<file path="config.mk">
export PLATFORM = sky130hd
export DESIGN_NAME = wes_status
export DESIGN_NICKNAME = d
export VERILOG_FILES = /design/src/wes_pkg.sv /design/src/wes_status.sv /design/src/wes_codec_wake.sv
export SDC_FILE = /design/constraint.sdc
export NUM_CORES = 1
export LEC_CHECK = 0
export BUFFER_PORTS_ARGS = -buffer_cell sky130_fd_sc_hd__buf_2
export CAP_MARGIN = 25
export CORE_ASPECT_RATIO = 0.6
export CORE_MARGIN = 4
export CORE_UTILIZATION = 41
export DETAILED_ROUTE_END_ITERATION = 8
export PLACE_DENSITY = 0.78
export SYNTH_ARGS = -nofsm -noshare
export SYNTH_HDL_FRONTEND = slang
export SYNTH_HIERARCHICAL = 1
export SYNTH_SLANG_ARGS = --single-unit
</file>
<file path="constraint.sdc">
create_clock -name aclk -period 1.3 [get_ports aclk]
set_input_delay 0 -clock aclk [delete_from_list [all_inputs] [get_ports aclk]]
set_output_delay 0 -clock aclk [all_outputs]
set_load 0.05 [all_outputs]
</file>
<file path="src/wes_pkg.sv">
// Package: register map, status bit layout and event carrier for the wake event status block
package wes_pkg;
    // Register byte offsets (low address bits)
    localparam logic [3:0] OFS_STATUS = 4'h0;
    localparam logic [3:0] OFS_ENABLE = 4'h4;
    localparam logic [3:0] OFS_CLEAR = 4'h8;
    localparam logic [3:0] OFS_CONTROL = 4'hC;
    // Status bit positions; polarity is an enable bit, routing a control bit
    localparam int BIT_THERMAL_PIN = 0;
    localparam int BIT_THERMAL_OVR = 1;
    localparam int BIT_POLARITY = 2;
    localparam int BIT_USB_ONE = 3;
    localparam int BIT_USB_TWO = 4;
    localparam int BIT_CODEC = 5;
    localparam int BIT_WATCHDOG = 6;
    localparam int BIT_SERIAL = 7;
    localparam int BIT_ROUTING = 0;
    // Field masks
    localparam logic [7:0] STS_IMPL_MASK = 8'hFB;
    localparam logic [7:0] EN_WR_MASK = 8'h7D;
    localparam logic [7:0] IRQ_SRC_MASK = 8'h79;
    localparam logic [7:0] WAKE_SRC_MASK = 8'h39;
    localparam logic [7:0] STS_RESET = 8'h00;
    localparam logic [7:0] EN_RESET = 8'h00;
    // Serial slave wake/interrupt command code
    localparam logic [7:0] SERIAL_WAKE_CMD = 8'h01;
    // Bus responses
    localparam logic [1:0] RESP_OKAY = 2'h0;
    localparam logic [1:0] RESP_SLVERR = 2'h2;
    // Cycles without a bit clock edge before the codec link counts as stopped
    localparam int CODEC_IDLE_CYCLES = 16;

    // Same-clock event sources from neighbouring logic
    typedef struct packed {
        logic serial_wake_req;      // Own serial logic wake request, pulse
        logic serial_cmd_valid;     // Serial slave command received, pulse
        logic [7:0] serial_cmd_code;
        logic watchdog_sci;         // Watchdog logic raises control irq, pulse
        logic codec_global_interrupt_flag;
        logic usb_host_two_wake;    // Controller two wake request
        logic usb_host_one_wake;    // Controller one wake request
        logic throttle_active;      // Thermal override throttling, level
    } wes_events_t;
endpackage

</file>
<file path="src/wes_status.sv">
// Wake event status low byte with enables, routing and AXI4-Lite register access
//
// Contract
// Writing one clears status bit; zero keeps
// Own serial logic wake sets bit 7
// Serial command 01h sets bit 7 always
// Bit 7 raises no control/management irq
// Software clears bit 7 before sleeping
// Watchdog control irq sets bit 6
// Codec data high, clock stopped sets 5
// Codec global flag sets bit 5 only
// USB two sets bit 4, wakes if enabled
// USB one sets bit 3, wakes if enabled
// Thermal throttle start sets bit 1
// Bit 1 raises no irq, no wake
// Active thermal pin level sets bit 0
// Enabled bit 0 raises power event irq
// Enabled status wakes; routes control/management irq (here an enabled bit 6 raises no wake)
// Only resume well reset clears status
// Polarity zero low active, one high
// Bit 2 reads zero, ignores writes
//
// The implementer's own choices: the AXI4-Lite register port and the placing of the registers.
module wes_status #(
    parameter int ADDR_W = 4,
    parameter int CODEC_IDLE = wes_pkg::CODEC_IDLE_CYCLES
) (
    input wire logic aclk,
    input wire logic aresetn,
    // AXI4-Lite slave
    input wire logic [ADDR_W-1:0] s_axi_awaddr,
    input wire logic s_axi_awvalid,
    output logic s_axi_awready,
    input wire logic [31:0] s_axi_wdata,
    input wire logic [3:0] s_axi_wstrb,
    input wire logic s_axi_wvalid,
    output logic s_axi_wready,
    output logic [1:0] s_axi_bresp,
    output logic s_axi_bvalid,
    input wire logic s_axi_bready,
    input wire logic [ADDR_W-1:0] s_axi_araddr,
    input wire logic s_axi_arvalid,
    output logic s_axi_arready,
    output logic [31:0] s_axi_rdata,
    output logic [1:0] s_axi_rresp,
    output logic s_axi_rvalid,
    input wire logic s_axi_rready,
    // Event sources
    input wire wes_pkg::wes_events_t events,
    input wire logic system_working,
    input wire logic thermal_input_pin,
    input wire logic [1:0] codec_serial_data_in,
    input wire logic codec_bit_clock,
    // Event outputs
    output logic wake_event,
    output logic acpi_system_control_irq,
    output logic system_management_irq,
    output logic irq
);
    initial
    begin
        if (ADDR_W < 4)
        begin
            $error("ADDR_W must be at least 4");
        end
    end

    // Register state
    logic [7:0] sts_ff;          // Status bits, resume well
    logic [7:0] en_ff;           // Enables, bit 2 is pin polarity
    logic routing_ff;            // Control irq routing select
    logic [7:0] nxt_sts;
    logic [7:0] nxt_en;
    logic nxt_routing;

    // Bus state
    logic awready_ff, wready_ff, bvalid_ff, arready_ff, rvalid_ff;
    logic aw_held_ff, w_held_ff;
    logic [3:0] waddr_ff;
    logic [31:0] wdata_ff;
    logic wstrb0_ff;             // Low byte lane strobe
    logic [1:0] bresp_ff, rresp_ff;
    logic [31:0] rdata_ff;
    logic nxt_awready, nxt_wready, nxt_bvalid, nxt_arready, nxt_rvalid;
    logic nxt_aw_held, nxt_w_held;
    logic [3:0] nxt_waddr;
    logic [31:0] nxt_wdata;
    logic nxt_wstrb0;
    logic [1:0] nxt_bresp, nxt_rresp;
    logic [31:0] nxt_rdata;

    // Event state
    logic therm_meta_ff, therm_sync_ff;  // Thermal pin synchroniser
    logic throttle_prev_ff;              // Throttle edge history
    logic wake_ff, sci_ff, smi_ff, irq_ff;
    logic nxt_wake, nxt_sci, nxt_smi, nxt_irq;

    // Combinational helpers
    logic codec_wake;
    logic therm_active;
    logic [7:0] set_vec;
    logic [7:0] clr_vec;
    logic wr_fire;
    logic irq_src;

    // True when the offset is one of the four mapped words
    function automatic logic is_mapped(input logic [3:0] ofs);
        is_mapped = (ofs == wes_pkg::OFS_STATUS) || (ofs == wes_pkg::OFS_ENABLE) ||
                    (ofs == wes_pkg::OFS_CLEAR) || (ofs == wes_pkg::OFS_CONTROL);
    endfunction

    // Codec link stall detector
    wes_codec_wake #(
        .IDLE_CYCLES(CODEC_IDLE)
    ) wes_codec_wake_inst (
        .aclk(aclk),
        .aresetn(aresetn),
        .codec_serial_data_in(codec_serial_data_in),
        .codec_bit_clock(codec_bit_clock),
        .codec_wake(codec_wake)
    );

    // Hardware set sources
    always_comb
    begin
        therm_active = en_ff[wes_pkg::BIT_POLARITY] ? therm_sync_ff : ~therm_sync_ff;
        set_vec = 8'h00;
        set_vec[wes_pkg::BIT_SERIAL] = events.serial_wake_req ||
            (events.serial_cmd_valid && events.serial_cmd_code == wes_pkg::SERIAL_WAKE_CMD);
        set_vec[wes_pkg::BIT_WATCHDOG] = events.watchdog_sci;
        set_vec[wes_pkg::BIT_CODEC] = codec_wake || events.codec_global_interrupt_flag;
        set_vec[wes_pkg::BIT_USB_TWO] = events.usb_host_two_wake;
        set_vec[wes_pkg::BIT_USB_ONE] = events.usb_host_one_wake;
        set_vec[wes_pkg::BIT_THERMAL_OVR] = events.throttle_active && !throttle_prev_ff;
        set_vec[wes_pkg::BIT_THERMAL_PIN] = therm_active;
    end

    // Write decode and register next values
    always_comb
    begin
        wr_fire = aw_held_ff && w_held_ff && !bvalid_ff;
        clr_vec = 8'h00;
        nxt_en = en_ff;
        nxt_routing = routing_ff;
        if (wr_fire && wstrb0_ff)
        begin
            unique case (waddr_ff)
                wes_pkg::OFS_STATUS, wes_pkg::OFS_CLEAR:
                begin
                    clr_vec = wdata_ff[7:0];
                end
                wes_pkg::OFS_ENABLE:
                begin
                    nxt_en = wdata_ff[7:0] & wes_pkg::EN_WR_MASK;
                end
                wes_pkg::OFS_CONTROL:
                begin
                    nxt_routing = wdata_ff[wes_pkg::BIT_ROUTING];
                end
                default:
                begin
                    clr_vec = 8'h00;
                end
            endcase
        end
        // Set wins over a clear in the same cycle; bit 2 stays zero
        nxt_sts = ((sts_ff & ~clr_vec) | set_vec) & wes_pkg::STS_IMPL_MASK;
    end

    // Write channel handshakes
    always_comb
    begin
        nxt_aw_held = aw_held_ff;
        nxt_waddr = waddr_ff;
        nxt_w_held = w_held_ff;
        nxt_wdata = wdata_ff;
        nxt_wstrb0 = wstrb0_ff;
        nxt_bresp = bresp_ff;
        nxt_bvalid = bvalid_ff;
        if (s_axi_awvalid && awready_ff)
        begin
            nxt_aw_held = 1'b1;
            nxt_waddr = {s_axi_awaddr[3:2], 2'h0};
        end
        if (s_axi_wvalid && wready_ff)
        begin
            nxt_w_held = 1'b1;
            nxt_wdata = s_axi_wdata;
            nxt_wstrb0 = s_axi_wstrb[0];
        end
        if (wr_fire)
        begin
            nxt_aw_held = 1'b0;
            nxt_w_held = 1'b0;
            nxt_bvalid = 1'b1;
            nxt_bresp = is_mapped(waddr_ff) ? wes_pkg::RESP_OKAY : wes_pkg::RESP_SLVERR;
        end
        else if (bvalid_ff && s_axi_bready)
        begin
            nxt_bvalid = 1'b0;
        end
        nxt_awready = !nxt_aw_held && !nxt_bvalid;
        nxt_wready = !nxt_w_held && !nxt_bvalid;
    end

    // Read channel: answer one cycle after the address is taken
    always_comb
    begin
        nxt_rdata = rdata_ff;
        nxt_rresp = rresp_ff;
        nxt_rvalid = rvalid_ff;
        if (s_axi_arvalid && arready_ff)
        begin
            nxt_rvalid = 1'b1;
            nxt_rresp = is_mapped({s_axi_araddr[3:2], 2'h0}) ? wes_pkg::RESP_OKAY : wes_pkg::RESP_SLVERR;
            unique case ({s_axi_araddr[3:2], 2'h0})
                wes_pkg::OFS_STATUS:
                begin
                    nxt_rdata = {24'h000000, sts_ff};
                end
                wes_pkg::OFS_ENABLE:
                begin
                    nxt_rdata = {24'h000000, en_ff};
                end
                wes_pkg::OFS_CONTROL:
                begin
                    nxt_rdata = {31'h00000000, routing_ff};
                end
                default:
                begin
                    nxt_rdata = 32'h00000000; // Clear word reads zero
                end
            endcase
        end
        else if (rvalid_ff && s_axi_rready)
        begin
            nxt_rvalid = 1'b0;
        end
        nxt_arready = !nxt_rvalid;
    end

    // Event outputs from current status
    always_comb
    begin
        // Bit 7 wakes with no enable; bit 1 is outside both masks
        nxt_wake = (|(sts_ff & en_ff & wes_pkg::WAKE_SRC_MASK)) || sts_ff[wes_pkg::BIT_SERIAL];
        irq_src = |(sts_ff & en_ff & wes_pkg::IRQ_SRC_MASK);
        nxt_sci = system_working && routing_ff && irq_src;
        nxt_smi = system_working && !routing_ff && irq_src;
        nxt_irq = irq_src;
    end

    // State registers; status clears only on the resume well reset
    always_ff @(posedge aclk)
    begin
        if (!aresetn)
        begin
            sts_ff <= wes_pkg::STS_RESET;
            en_ff <= wes_pkg::EN_RESET;
            routing_ff <= 1'b0;
            awready_ff <= 1'b0;
            wready_ff <= 1'b0;
            bvalid_ff <= 1'b0;
            arready_ff <= 1'b0;
            rvalid_ff <= 1'b0;
            aw_held_ff <= 1'b0;
            w_held_ff <= 1'b0;
            waddr_ff <= 4'h0;
            wdata_ff <= 32'h00000000;
            wstrb0_ff <= 1'b0;
            bresp_ff <= wes_pkg::RESP_OKAY;
            rresp_ff <= wes_pkg::RESP_OKAY;
            rdata_ff <= 32'h00000000;
            therm_meta_ff <= 1'b1; // Inactive level under reset polarity
            therm_sync_ff <= 1'b1;
            throttle_prev_ff <= 1'b0;
            wake_ff <= 1'b0;
            sci_ff <= 1'b0;
            smi_ff <= 1'b0;
            irq_ff <= 1'b0;
        end
        else
        begin
            sts_ff <= nxt_sts;
            en_ff <= nxt_en;
            routing_ff <= nxt_routing;
            awready_ff <= nxt_awready;
            wready_ff <= nxt_wready;
            bvalid_ff <= nxt_bvalid;
            arready_ff <= nxt_arready;
            rvalid_ff <= nxt_rvalid;
            aw_held_ff <= nxt_aw_held;
            w_held_ff <= nxt_w_held;
            waddr_ff <= nxt_waddr;
            wdata_ff <= nxt_wdata;
            wstrb0_ff <= nxt_wstrb0;
            bresp_ff <= nxt_bresp;
            rresp_ff <= nxt_rresp;
            rdata_ff <= nxt_rdata;
            therm_meta_ff <= thermal_input_pin;
            therm_sync_ff <= therm_meta_ff;
            throttle_prev_ff <= events.throttle_active;
            wake_ff <= nxt_wake;
            sci_ff <= nxt_sci;
            smi_ff <= nxt_smi;
            irq_ff <= nxt_irq;
        end
    end

    // Port drive
    assign s_axi_awready = awready_ff;
    assign s_axi_wready = wready_ff;
    assign s_axi_bresp = bresp_ff;
    assign s_axi_bvalid = bvalid_ff;
    assign s_axi_arready = arready_ff;
    assign s_axi_rdata = rdata_ff;
    assign s_axi_rresp = rresp_ff;
    assign s_axi_rvalid = rvalid_ff;
    assign wake_event = wake_ff;
    assign acpi_system_control_irq = sci_ff;
    assign system_management_irq = smi_ff;
    assign irq = irq_ff;
endmodule

</file>
<file path="src/wes_codec_wake.sv">
// Codec wake detector: data line high while the bit clock stands still
module wes_codec_wake #(
    parameter int IDLE_CYCLES = wes_pkg::CODEC_IDLE_CYCLES
) (
    input wire logic aclk,
    input wire logic aresetn,
    input wire logic [1:0] codec_serial_data_in,
    input wire logic codec_bit_clock,
    output logic codec_wake
);
    localparam int CW = $clog2(IDLE_CYCLES + 1);
    localparam logic [CW-1:0] IDLE_MAX = CW'(IDLE_CYCLES);

    initial
    begin
        if (IDLE_CYCLES < 2)
        begin
            $error("IDLE_CYCLES must be at least 2");
        end
    end

    logic [1:0] sdin_meta_ff;    // First sync stage, data
    logic [1:0] sdin_sync_ff;    // Second sync stage, data
    logic bclk_meta_ff;          // First sync stage, bit clock
    logic bclk_sync_ff;          // Second sync stage, bit clock
    logic bclk_prev_ff;          // Edge detect history
    logic [CW-1:0] idle_cnt_ff;  // Cycles since last bit clock edge
    logic codec_wake_ff;
    logic [CW-1:0] nxt_idle_cnt;
    logic nxt_codec_wake;

    // Count quiet cycles; wake when stopped and a data line is high
    always_comb
    begin
        if (bclk_sync_ff != bclk_prev_ff)
        begin
            nxt_idle_cnt = '0;
        end
        else if (idle_cnt_ff != IDLE_MAX)
        begin
            nxt_idle_cnt = idle_cnt_ff + CW'(1);
        end
        else
        begin
            nxt_idle_cnt = idle_cnt_ff;
        end
        nxt_codec_wake = (idle_cnt_ff == IDLE_MAX) && (|sdin_sync_ff);
    end

    // Synchronisers and detector state
    always_ff @(posedge aclk)
    begin
        if (!aresetn)
        begin
            sdin_meta_ff <= 2'h0;
            sdin_sync_ff <= 2'h0;
            bclk_meta_ff <= 1'b0;
            bclk_sync_ff <= 1'b0;
            bclk_prev_ff <= 1'b0;
            idle_cnt_ff <= '0;
            codec_wake_ff <= 1'b0;
        end
        else
        begin
            sdin_meta_ff <= codec_serial_data_in;
            sdin_sync_ff <= sdin_meta_ff;
            bclk_meta_ff <= codec_bit_clock;
            bclk_sync_ff <= bclk_meta_ff;
            bclk_prev_ff <= bclk_sync_ff;
            idle_cnt_ff <= nxt_idle_cnt;
            codec_wake_ff <= nxt_codec_wake;
        end
    end

    assign codec_wake = codec_wake_ff;
endmodule

</file>
Word level (Yosys, flattened, before mapping)

Index checks and enable logic that the tools add are counted.

Register bits: 89
Latch bits: 0
RAM bits: 0
ROM bits: 0
Input port bits: 71
Output and inout port bits: 45
Word-level logic and storage cells: 104
Memories kept: 0

Add/subtract/negate cells: 1
$mul: 0
Divide/modulo/power cells: 0
$lt $le $gt $ge: 0
Equal/unequal tests: 10
Shift-type cells: 0
Multiplexer cells: 14
Bitwise operators: 6
Reductions and logical operators: 42

Operators by type and width:

| kind                  | count |
|---|---|
| $pmux W8 S3           | 1 |
| $logic_and A1 B1 Y1   | 17 |
| $mux W8               | 2 |
| $logic_or A1 B1 Y1    | 9 |
| $mux W1               | 9 |
| $and A8 B8 Y8         | 1 |
| $eq A2 B2 Y1 const B  | 4 |
| $eq A8 B1 Y1 const B  | 1 |
| $not A8 Y8            | 1 |
| $or A8 B8 Y8          | 1 |
| $and A7 B7 Y7         | 1 |
| $logic_not A1 Y1      | 7 |
| $reduce_or A2 Y1      | 3 |
| $add A5 B1 Y5 const B | 1 |
| $eq A5 B5 Y1 const B  | 1 |
| $ne A5 B5 Y1 const B  | 1 |
| $reduce_or A5 Y1      | 1 |
| $eq A2 B1 Y1 const B  | 2 |
| $logic_not A4 Y1      | 1 |
| $mux W2               | 2 |
| $reduce_and A2 Y1     | 2 |
| $reduce_or A4 Y1      | 1 |
| $logic_not A2 Y1      | 1 |
| $not A1 Y1            | 2 |
| $ne A1 B1 Y1          | 1 |

Logic depth before layout (Yosys ltp)

Gate-level depths: netlist of the first run.

Word-level depth: 7
Mapped depth: 6

Cells and area by module

Netlist of the first run, hierarchy kept.

By module, submodules not included:

| module         | instances | cells each | area each (µm²) | sequential area each (µm²) |
|---|---|---|---|---|
| wes_status     | 1         | 229        | 2003.2          | 980.9 |
| wes_codec_wake | 1         | 41         | 452.9           | 260.2 |

Worst setup path after synthesis of the first run

Ideal clock, no wire load.

Kind: register to register
Start: register arready_ff, in the netlist s_axi_arready
End: register rdata_ff[1], in the netlist s_axi_rdata[1]
Library setup time: 0.128 ns
Data arrival time: 1.202 ns
Required time: 1.172 ns
Path slack: -0.030 ns
Stages on the path, launching flop included: 5
Path buffers: 1
Clock period less this slack: 1.330 ns
Path through: dfxtp_1 > nand2_1 > clkbuf_1 > a22oi_1 > nor2_1

Cells in the longest elaborated chain, start to end: 1

Ends and longest elaborated chain:

| what                   | line              | text |
|---|---|---|
| start, declared        | wes_status.sv:77  | `logic awready_ff, wready_ff, bvalid_ff, arready_ff, rvalid_ff;` |
| start signal, assigned | wes_status.sv:290 | `arready_ff <= nxt_arready;` |
| $logic_and A1 B1 Y1    | wes_status.sv:212 | `if (s_axi_arvalid && arready_ff)` |
| end signal, assigned   | wes_status.sv:299 | `rdata_ff <= nxt_rdata;` |
| end, declared          | wes_status.sv:83  | `logic [31:0] rdata_ff;` |

No other way between the ends.
A chain may end at the register's enable or synchronous reset.

Worst setup path in the final report of the first run

Start: register wes_codec_wake_inst.idle_cnt_ff[0]
End: register wes_codec_wake_inst.idle_cnt_ff[1]

Cells in the longest elaborated chain, start to end: 1

Ends and longest elaborated chain:

| what                                          | line                                       | text |
|---|---|---|
| start, declared                               | wes_codec_wake.sv:27                       | `logic [CW-1:0] idle_cnt_ff;` |
| start signal, assigned                        | wes_codec_wake.sv:70                       | `idle_cnt_ff <= nxt_idle_cnt;` |
| $add A5 B1 Y5 or $ne A5 B5 Y1 (tied branches) | wes_codec_wake.sv:41, wes_codec_wake.sv:39 |  |

Several ways; a longest one is shown, not always the timed one.

==> results of run 1 <==
[worst min-delay path by stage]
stage	startpoint	endpoint	slack (ps)	cells past startpoint
after floorplan	aresetn	therm_sync_ff	70	1
after global routing	s_axi_arvalid	s_axi_rdata[0]	30	3
after detailed placement	thermal_input_pin	therm_meta_ff	190	2
final	s_axi_awvalid	aw_held_ff	20	3
after CTS	s_axi_awvalid	aw_held_ff	10	3
after global placement	thermal_input_pin	therm_meta_ff	200	2
[final cells by class]
cell class              instances  area [sq um]  area share (%)
clock buffers                  12         145.1           4.411
clock inverters                 4         22.52          0.6844
inverters                      10         37.54           1.141
multi-input cells             187          1057           32.13
flip-flops and latches         62          1245           37.83
well taps                      80         100.1           3.042
repair buffers                100         683.2           20.76
[logic make-up after synthesis]
kind of cell             after synthesis
XOR/XNOR                               6
multiplexers                           2
buffers and inverters                 46
flip-flops                            62
AO/OA/AOI/OAI                         62
AND/OR/NAND/NOR                       89
adder cells (fa/ha/maj)                2
other                                  1
[state kept, by name (all words and copies together) (netlist names), 2 cells and up]
register,count
s_axi_rdata,8
wdata_ff,8
sts_ff,7
en_ff,6
wes_codec_wake_inst/idle_cnt_ff,5
waddr_ff,2
wes_codec_wake_inst/sdin_meta_ff,2
wes_codec_wake_inst/sdin_sync_ff,2
[cell usage after synthesis, drive strengths merged (6+ instances only)]
library cell  number  area share [%]
a21oi             28             5.7
a22oi              9             2.8
a31oi              7             1.8
and2               9             2.3
buf               30             8.9
clkbuf             6            0.97
dfxtp             62              51
inv               10             1.5
nand2             30             4.6
nand3             12             2.4
nor2               8             1.2
o21ai             14             2.9
[timing repair]
item | 4_1_cts | 5_1_grt
buffers inserted | 1 | 2
endpoints found under the setup margin | 2 | 5
hold endpoints to repair | 29 | 0
resized for setup | 3 | 5
pin swaps | 1 | 0
hold buffers | 31 | 0
[power groups by stage]
| stage | Clock (mW) | Combinational (mW) | Sequential, mW |
|---|---|---|---|
| floorplan | 0 | 0.367 | 2.12 |
| global placement | 0 | 0.485 | 2.07 |
| detailed placement | 0 | 0.492 | 2.07 |
| CTS | 1.49 | 0.565 | 2.03 |
| global route | 1.57 | 0.630 | 2.04 |
| finish | 1.45 | 0.578 | 2.04 |
[stage by stage]
stage / util (%) / worst slack (ps) / cells / power (mW) / setup TNS (ps)
final: 57.98 / 51.93 / 455 / 4.059 / 0
after global routing: 57.98 / -19.70 / 455 / 4.247 / -36.37
after CTS: 57.50 / 21.52 / 453 / 4.085 / 0
after detailed placement: 48.66 / -109.6 / 405 / 2.567 / -155.1
after global placement: 48.66 / -1.132 / 405 / 2.555 / -1.132
after floorplan: - / 49.46 / 295 / 2.485 / 0
[tightest hold or removal path, stage by stage]
cell and delay (ps):
buf_2 110, nand2_1 110, a211oi_1 80
[metal layers]
metal / global-route usage, % / wire (um) / up-vias
met5: 0 / 0 / -
met4: 3.307 / 13 / 0
met3: 6.786 / 354 / 3
met2: 27.24 / 2707 / 67
met1: 21.04 / 2741 / 974
li1: - / - / 1078
==> results.sh, run 1 <==
export IMPL_cp_max_fo=4
export IMPL_hold_violations=0
export IMPL_timing_worst_setup_path_type="reg2reg"
export IMPL_endpoint_kind="flop"
export IMPL_core_area_sq_um=5675
export IMPL_synth_seq_cells=62
export IMPL_crit_start="wes_codec_wake_inst/idle_cnt_ff[0]"
export IMPL_avgSynthCellArea_sq_um=9.097
export IMPL_r2r_end="wes_codec_wake_inst/idle_cnt_ff[1]"
export IMPL_grt_pass1_wl_um=9370
export IMPL_nNetsFinal=443
export IMPL_cts_root_buf="clkbuf_8"
export IMPL_final_common_cell="dfxtp_1"
export IMPL_drive_gt1_share_pct=25.07
export IMPL_portBuffers=58
export IMPL_start_util_pct=43.28
export IMPL_synth_xor_xnor_area_share_pct=2.140
export IMPL_fmax_mhz=801.2
export IMPL_synth_edf_count=0
export IMPL_worstPathBufferInverterCount=2
export IMPL_synthCells=270
export IMPL_yosys_area_share_adder_pct=1.019
export IMPL_cts_max_path_buffers=2
export IMPL_critPathMaxStageDelay_ps=340
export IMPL_cts_buffers_inserted=9
export IMPL_p_int_mw=2.915
export IMPL_min_period_ps=1248
export IMPL_grt_pass1_vias=2052
export IMPL_clk_pin_slew_ps=70
export IMPL_nFillCells=527
export IMPL_antenna_found_initial=0
export IMPL_die_w_um=107.9
export IMPL_sw_frac_of_total_pct=28.19
export IMPL_peakVddDrop_v=0.0004793
export IMPL_power_leakage_nw=1.419
export IMPL_crit_family="flip-flops"
export IMPL_dieArea_sq_um=7333
export IMPL_fin_area_sq_um=3291
export IMPL_hold_worst_slack_ps=23.32
export IMPL_drv_cap=0
export IMPL_post_dp_cell_area_sq_um=2761
export IMPL_fin_worst_skew_ps=4.265
export IMPL_powerDensity_nw_per_um2=1234
export IMPL_grt_util_all_layers_pct=16.66
export IMPL_ys_async_sr_fraction_pct=0
export IMPL_finalCritPeriodShare_pct=96.01
export IMPL_seq_power_share_pct=50.1
export IMPL_synth_seq_area_share_pct=50.53
export IMPL_dp_hpwl_um=4133
export IMPL_first_pass_iters=5
export IMPL_synthSimpleGateAreaFrac_pct=19.51
export IMPL_endpoint="wes_codec_wake_inst/idle_cnt_ff[1]"
export IMPL_clock_latency_ps=330
export IMPL_io_pins=116
export IMPL_yosys_warnings=6
export IMPL_diodes=0
export IMPL_via_count=2122
export IMPL_htree_num_levels=3
export IMPL_cp_cell_sequence="inv_2 > ha_4 > nor4bb_4 > buf_4 > mux2i_1 > nor2_1"
export IMPL_p_clk_share_pct=35.6
export IMPL_crit_arrival_ps=1470
export IMPL_drc=0
export IMPL_hold_path_class="in2reg"
export IMPL_drtIter0Drc=133
export IMPL_viasPerCell=4.664
export IMPL_reg2reg_setup_slack_ps=50
export IMPL_outcome="complete, no violations"
export IMPL_yosys_most_used_dff="dfxtp_1"
export IMPL_cts_sinks=62
export IMPL_cp_slowest_cell="dfxtp_2"
export IMPL_die_y_um=67.95
export IMPL_place_gp_congestion=0.8178
export IMPL_ant_nets=0
export IMPL_synthToLayoutAreaGrowth_pct=33.98
export IMPL_cp_depth=6
export IMPL_cp_start_kind="flop"
export IMPL_routedWlPerCell_um=12.78
export IMPL_std_cell_rows=21
export IMPL_p_sw_mw=1.144
export IMPL_synth_compound_area_share_pct=14.47
export IMPL_report_final_slew_viol_count=0
export IMPL_drt_total_wl_um=5817
export IMPL_rsz0062_at_grt="yes"
export IMPL_ff2ff_path_depth=6
export IMPL_setup_viol=0
export IMPL_synth_area_sq_um=2456
export IMPL_synth_cell_types=40
export IMPL_grt_overflow=0
export IMPL_layout_common_cells="dfxtp_1 (59), buf_2 (58), dlygate4sd3_1 (31), nand2_1 (30), a21oi_1 (28)"
export IMPL_grt_max_degree=18
export IMPL_synth_top_family_by_area="simple AND/OR/NAND/NOR gates"
export IMPL_comb_power_share_pct=14.3
export IMPL_crit_required_ps=1520
export IMPL_reg2reg_from="wes_codec_wake_inst/idle_cnt_ff[0]"
export IMPL_synthMuxAreaShare_pct=0.8151
export IMPL_tritoncts="built"
No activity file was read; power rests on OpenSTA's default activity.
==> inputs of run 2 (changes only) <==
--- a/config.mk
+++ b/config.mk
@@ -11,7 +11,8 @@
 export CORE_MARGIN = 4
 export CORE_UTILIZATION = 41
 export DETAILED_ROUTE_END_ITERATION = 8
-export PLACE_DENSITY = 0.78
+export PLACE_DENSITY = 0.75
+export RECOVER_POWER = 50
 export SYNTH_ARGS = -nofsm -noshare
 export SYNTH_HDL_FRONTEND = slang
 export SYNTH_HIERARCHICAL = 1
==> run 2 against run 1 <==
  * Sequential share of layout area decreased by 0.062 points
  * Sequential cell count unchanged
  * First-iteration DRC count decreased by 28%
  * Register-to-register slack about the same
  * Global-route usage decreased by 0.25 points
  * Combinational power increased by 2%
  * Clock skew increased by 0.89 ps
  * Critical endpoint unchanged
  * Largest cell class unchanged
  * Largest power group unchanged
==> results.sh, run 2 (synthesis results as in run 1) <==
export IMPL_grt_overflow=0
export IMPL_worst_pin_slew_ps=606.1
export IMPL_hold_violations=0
export IMPL_ant_nets=0
export IMPL_tritoncts="built"
export IMPL_power_leakage_nw=1.372
export IMPL_synthToLayoutAreaGrowth_pct=33.93
export IMPL_dieArea_sq_um=7333
export IMPL_setup_viol=0
export IMPL_grt_pass1_wl_um=9156
export IMPL_grt_pass1_vias=1956
export IMPL_first_pass_iters=4
export IMPL_cts_root_buf="clkbuf_8"
export IMPL_clock_latency_ps=330
export IMPL_grt_util_all_layers_pct=16.41
export IMPL_cp_max_fo=5
export IMPL_report_final_slew_viol_count=0
export IMPL_drv_cap=0
export IMPL_hold_path_class="in2reg"
export IMPL_cts_max_path_buffers=2
export IMPL_timing_worst_setup_path_type="reg2reg"
export IMPL_io_pins=116
export IMPL_viasPerCell=4.649
export IMPL_drc=0
export IMPL_via_count=2120
export IMPL_core_area_sq_um=5675
export IMPL_cts_sinks=62
export IMPL_drt_total_wl_um=5627
export IMPL_min_period_ps=1249
export IMPL_peakVddDrop_v=0.0005393
export IMPL_dp_hpwl_um=4019
export IMPL_layout_common_cells="dfxtp_1 (61), buf_2 (39), dlygate4sd3_1 (31), nand2_1 (30), a21oi_1 (28)"
export IMPL_final_common_cell="dfxtp_1"
export IMPL_finalCritPeriodShare_pct=96.11
export IMPL_diodes=0
export IMPL_totalPowerFinal_mw=4.071
export IMPL_htree_num_levels=3
export IMPL_nNetsFinal=445
export IMPL_die_y_um=67.95
export IMPL_clk_pin_slew_ps=60
export IMPL_outcome="complete, no violations"
export IMPL_die_w_um=107.9
export IMPL_fin_worst_skew_ps=5.153
export IMPL_fmax_mhz=800.4
export IMPL_grt_max_degree=34
export IMPL_powerDensity_nw_per_um2=1238
export IMPL_crit_arrival_ps=1470
export IMPL_max_slew_margin_pct=59.77
export IMPL_portBuffers=58
export IMPL_drive_gt1_share_pct=21.28
export IMPL_rsz0062_at_grt="yes"
export IMPL_drtIter0Drc=96
export IMPL_setup_ws_ps=50.57
export IMPL_crit_required_ps=1520
export IMPL_endpoint_kind="flop"
export IMPL_std_cell_rows=21
export IMPL_cts_buffers_inserted=9
export IMPL_routedWlPerCell_um=12.34
export IMPL_place_gp_congestion=0.7821
export IMPL_start_util_pct=43.28
export IMPL_cp_start_kind="flop"
export IMPL_pre_cts_ws_ps=-43.65
export IMPL_antenna_found_initial=0
## run 2: changes by cell type in the layout (fill, tap and decap cells not counted), moves of 2 or more
cell and delta:
clkinv_2 -2, clkbuf_1 +13, and2_0 +3, dfxtp_2 -2, buf_2 -19, and2_1 -3
dfxtp_1 +2, clkbuf_2 +8
## run 2: what timing repair did
| action | in CTS | in global routing |
|---|---|---|
| hold buffers | 31 | 0 |
| gates resized for setup | 0 | 9 |
| endpoints found under the setup margin | 1 | 5 |
| hold endpoints to repair | 27 | 0 |
| setup buffers | 0 | 2 |
| pin swaps | 1 | 4 |
## run 2: worst paths after layout
check	depth (start not counted)	slack (ps)	end	startpoint
min reg2reg	1	430	therm_sync_ff	therm_meta_ff
max reg2reg	6	50	wes_codec_wake_inst/idle_cnt_ff[1]	wes_codec_wake_inst/idle_cnt_ff[1]
max	6	50	wes_codec_wake_inst/idle_cnt_ff[1]	wes_codec_wake_inst/idle_cnt_ff[1]
min	4	50	waddr_ff[3]	s_axi_awvalid
## run 2: per-stage QoR
step           TNS, ps  instances  instance area, sq um  hold WS [ps]  utilization [%]
4_1_cts              0        454                  3262         32.56            57.47
2_1_floorplan        0        295                  2552         73.04                -
3_3_place_gp         0        408                  2784         203.7            49.05
5_1_grt         -44.66        456                  3289         58.78            57.96
6_report             0        456                  3289         52.28            57.96
3_5_place_dp    -43.65        408                  2784         212.9            49.05
## run 2: layout make-up
class	instances	area [sq um]
Clock inverter	1	5.005
Timing Repair Buffer	102	680.7
Clock buffer	14	162.7
Inverter	10	37.54
Sequential cell	62	1242
Tap cell	80	100.1
Fill cell	536	2386
Multi-Input combinational cell	187	1061
## run 2: metal layers
| metal | vias to the layer above | wire length, um | global-route usage, % |
|---|---|---|---|
| li1 | 1081 | - | - |
| met1 | 965 | 2660 | 21.49 |
| met2 | 70 | 2458 | 24.07 |
| met3 | 4 | 462 | 7.257 |
| met4 | 0 | 46 | 5.827 |
| met5 | - | 0 | 0 |
## run 2: power breakdown
group	internal [mW]	total [mW]	leakage, nW	switching [mW]
registers	1.98	2.03	0.507	0.0558
clock network	0.785	1.45	0.0865	0.664
logic	0.207	0.589	0.778	0.381
## run 2: worst max-delay path: stages, from the launching register on
cell	delay (ps)
dfxtp_1	320
inv_2	70
ha_4	120
nor4bb_4	170
buf_4	180
mux2i_2	210
nor2_1	60
==> inputs of run 3 (changes only) <==
--- a/config.mk
+++ b/config.mk
@@ -9,9 +9,8 @@
 export CAP_MARGIN = 25
 export CORE_ASPECT_RATIO = 0.6
 export CORE_MARGIN = 4
-export CORE_UTILIZATION = 41
+export CORE_UTILIZATION = 32
 export DETAILED_ROUTE_END_ITERATION = 8
-export PLACE_DENSITY = 0.75
 export RECOVER_POWER = 50
 export SYNTH_ARGS = -nofsm -noshare
 export SYNTH_HDL_FRONTEND = slang
==> constraint.sdc (replaced) <==
create_clock -name aclk -period 1.5 [get_ports aclk]
set_input_delay 0 -clock aclk [delete_from_list [all_inputs] [get_ports aclk]]
set_output_delay 0 -clock aclk [all_outputs]
set_load 0.1 [all_outputs]
==> run 3 against run 2 <==
  * Routed wire length is 3.6% higher
  * Maximum frequency is 8.3% lower
  * Sequential cell count stayed put
  * Setup slack better by 87 ps
  * Die area is 25% higher
  * Clock-buffer cell count is 1 higher
==> results.sh, run 3 (synthesis results as in run 1) <==
export IMPL_std_cell_rows=24
export IMPL_final_common_cell="dfxtp_1"
export IMPL_routedWlPerCell_um=12.40
export IMPL_fin_worst_skew_ps=4.711
export IMPL_multiInputGateArea_sq_um=1035
export IMPL_drtIter0Drc=111
export IMPL_hold_path_class="in2reg"
export IMPL_report_final_slew_viol_count=0
export IMPL_reg2reg_setup_slack_ps=140
export IMPL_ant_nets=0
export IMPL_worstPathBufferInverterCount=2
export IMPL_grt_pass1_vias=1936
export IMPL_ff2ff_path_depth=6
export IMPL_dp_hpwl_um=4207
export IMPL_start_util_pct=33.38
export IMPL_totalPowerFinal_mw=4.378
export IMPL_setup_ws_ps=137.8
export IMPL_p_clk_share_pct=44.3
export IMPL_cp_start_kind="flop"
export IMPL_critPathMaxStageDelay_ps=320
export IMPL_place_gp_congestion=0.7492
export IMPL_fin_cells=470
export IMPL_io_pins=116
export IMPL_cp_max_fo=5
export IMPL_drv_cap=0
export IMPL_crit_required_ps=1710
export IMPL_grt_max_degree=22
export IMPL_die_y_um=75.86
export IMPL_sw_frac_of_total_pct=27.80
export IMPL_p_sw_mw=1.217
export IMPL_hold_depth=3
export IMPL_min_period_ps=1362
export IMPL_nFillCells=736
export IMPL_crit_arrival_ps=1570
export IMPL_dp_cells=427
export IMPL_worstHoldStart="events[3]"
export IMPL_crit_family="flip-flops"
export IMPL_cts_max_path_buffers=2
export IMPL_first_pass_iters=4
export IMPL_powerDensity_nw_per_um2=1308
export IMPL_core_area_sq_um=7357
export IMPL_seq_power_share_pct=40.3
export IMPL_cts_root_buf="clkbuf_16"
export IMPL_drc=0
export IMPL_pre_cts_ws_ps=125.9
export IMPL_clock_latency_ps=320
export IMPL_tritoncts="built"
export IMPL_regArea_sq_um=1242
export IMPL_hold_worst_slack_ps=24.67
export IMPL_diodes=0
export IMPL_rsz0062_at_grt="no"
export IMPL_drive_gt1_share_pct=22.13
export IMPL_peakVddDrop_v=0.0006270
export IMPL_clk_pin_slew_ps=50
export IMPL_max_slew_margin_pct=58.70
export IMPL_via_count=2063
export IMPL_endpoint_kind="flop"
export IMPL_cts_buffers_inserted=9
export IMPL_htree_num_levels=3
export IMPL_p_int_mw=3.161
export IMPL_grt_overflow=0
export IMPL_viasPerCell=4.389
export IMPL_setup_viol=0
export IMPL_cts_sinks=62
export IMPL_hold_end="sts_ff[5]"
export IMPL_postCtsSetupBuffers=0
export IMPL_grt_pass1_wl_um=9528
export IMPL_synthToLayoutAreaGrowth_pct=36.32
export IMPL_power_leakage_nw=1.432
export IMPL_reg2reg_from="wes_codec_wake_inst/idle_cnt_ff[0]"
export IMPL_comb_power_share_pct=15.4
export IMPL_layout_common_cells="dfxtp_1 (61), buf_2 (47), nand2_1 (30), a21oi_1 (28), dlygate4sd3_1 (28)"
export IMPL_timing_worst_setup_path_type="reg2reg"
export IMPL_drt_total_wl_um=5828
export IMPL_die_w_um=121.1
export IMPL_cp_cell_sequence="inv_1 > ha_1 > nor4bb_2 > buf_4 > mux2i_1 > nor2_1"
export IMPL_hold_violations=0
export IMPL_portBuffers=58
export IMPL_fmax_mhz=734.1
export IMPL_outcome="complete, no violations"
export IMPL_grt_util_all_layers_pct=13.50
export IMPL_worst_pin_slew_ps=619.1
export IMPL_nNetsFinal=435
export IMPL_antenna_found_initial=0
export IMPL_cp_slowest_cell="dfxtp_1"
export IMPL_finalCritPeriodShare_pct=90.81
export IMPL_r2r_end="wes_codec_wake_inst/idle_cnt_ff[1]"
export IMPL_dieArea_sq_um=9187
export IMPL_final_setup_tns_ps=0
run 3: worst max-delay path by stage:
| stage | to | depth (start not counted) | start |
|---|---|---|---|
| finish | wes_codec_wake_inst/idle_cnt_ff[1] | 6 | wes_codec_wake_inst/idle_cnt_ff[0] |
| detailed placement | wes_codec_wake_inst/idle_cnt_ff[1] | 6 | wes_codec_wake_inst/idle_cnt_ff[0] |
| floorplan | s_axi_arready | 2 | s_axi_rvalid |
| global placement | wes_codec_wake_inst/idle_cnt_ff[1] | 6 | wes_codec_wake_inst/idle_cnt_ff[0] |
| CTS | wes_codec_wake_inst/idle_cnt_ff[1] | 6 | wes_codec_wake_inst/idle_cnt_ff[0] |
| global route | wes_codec_wake_inst/idle_cnt_ff[1] | 6 | wes_codec_wake_inst/idle_cnt_ff[0] |
run 3: metrics by stage:
| stage | util, % | area [sq um] |
|---|---|---|
| 3_5_place_dp | 37.77 | 2779 |
| 2_1_floorplan | - | 2555 |
| 3_3_place_gp | 37.77 | 2779 |
| 5_1_grt | 45.51 | 3348 |
| 6_report | 45.51 | 3348 |
| 4_1_cts | 45.49 | 3347 |
run 3: final cells by class:
class | instances | area share [%]
inverter | 10 | 1.121
sequential | 62 | 37.11
tap | 104 | 3.886
clock buffer | 15 | 8.595
multi-input combinational | 187 | 30.90
timing repair buffer | 92 | 18.39
run 3: power by group through the flow:
stage / combinational (mW) / clock, mW / sequential (mW)
global placement: 0.614 / 0 / 1.80
global route: 0.719 / 2.08 / 1.77
detailed placement: 0.621 / 0 / 1.80
CTS: 0.675 / 2.00 / 1.77
floorplan: 0.458 / 0 / 1.89
finish: 0.675 / 1.94 / 1.77
run 3: worst register-to-register path, delay by kind of cell (launching register included):
kind	cells	cell delay (ps)
adders and majority gates	1	150
buffers and inverters	2	290
DFF	1	320
muxes	1	180
and+or+nand+nor	2	310
run 3: layer usage:
metal,up-vias,GRT usage [%],wire length [um]
li1,1056,-,-
met1,951,17.46,2776
met2,49,21.28,2651
met3,7,5.490,354
met4,0,3.392,45
met5,-,0,0
run 3: what timing repair did:
item                                    CTS  global route
endpoints found under the setup margin    0             1
hold buffers                             28             0
resized for setup                         0             1
endpoints found under the hold margin    25             0
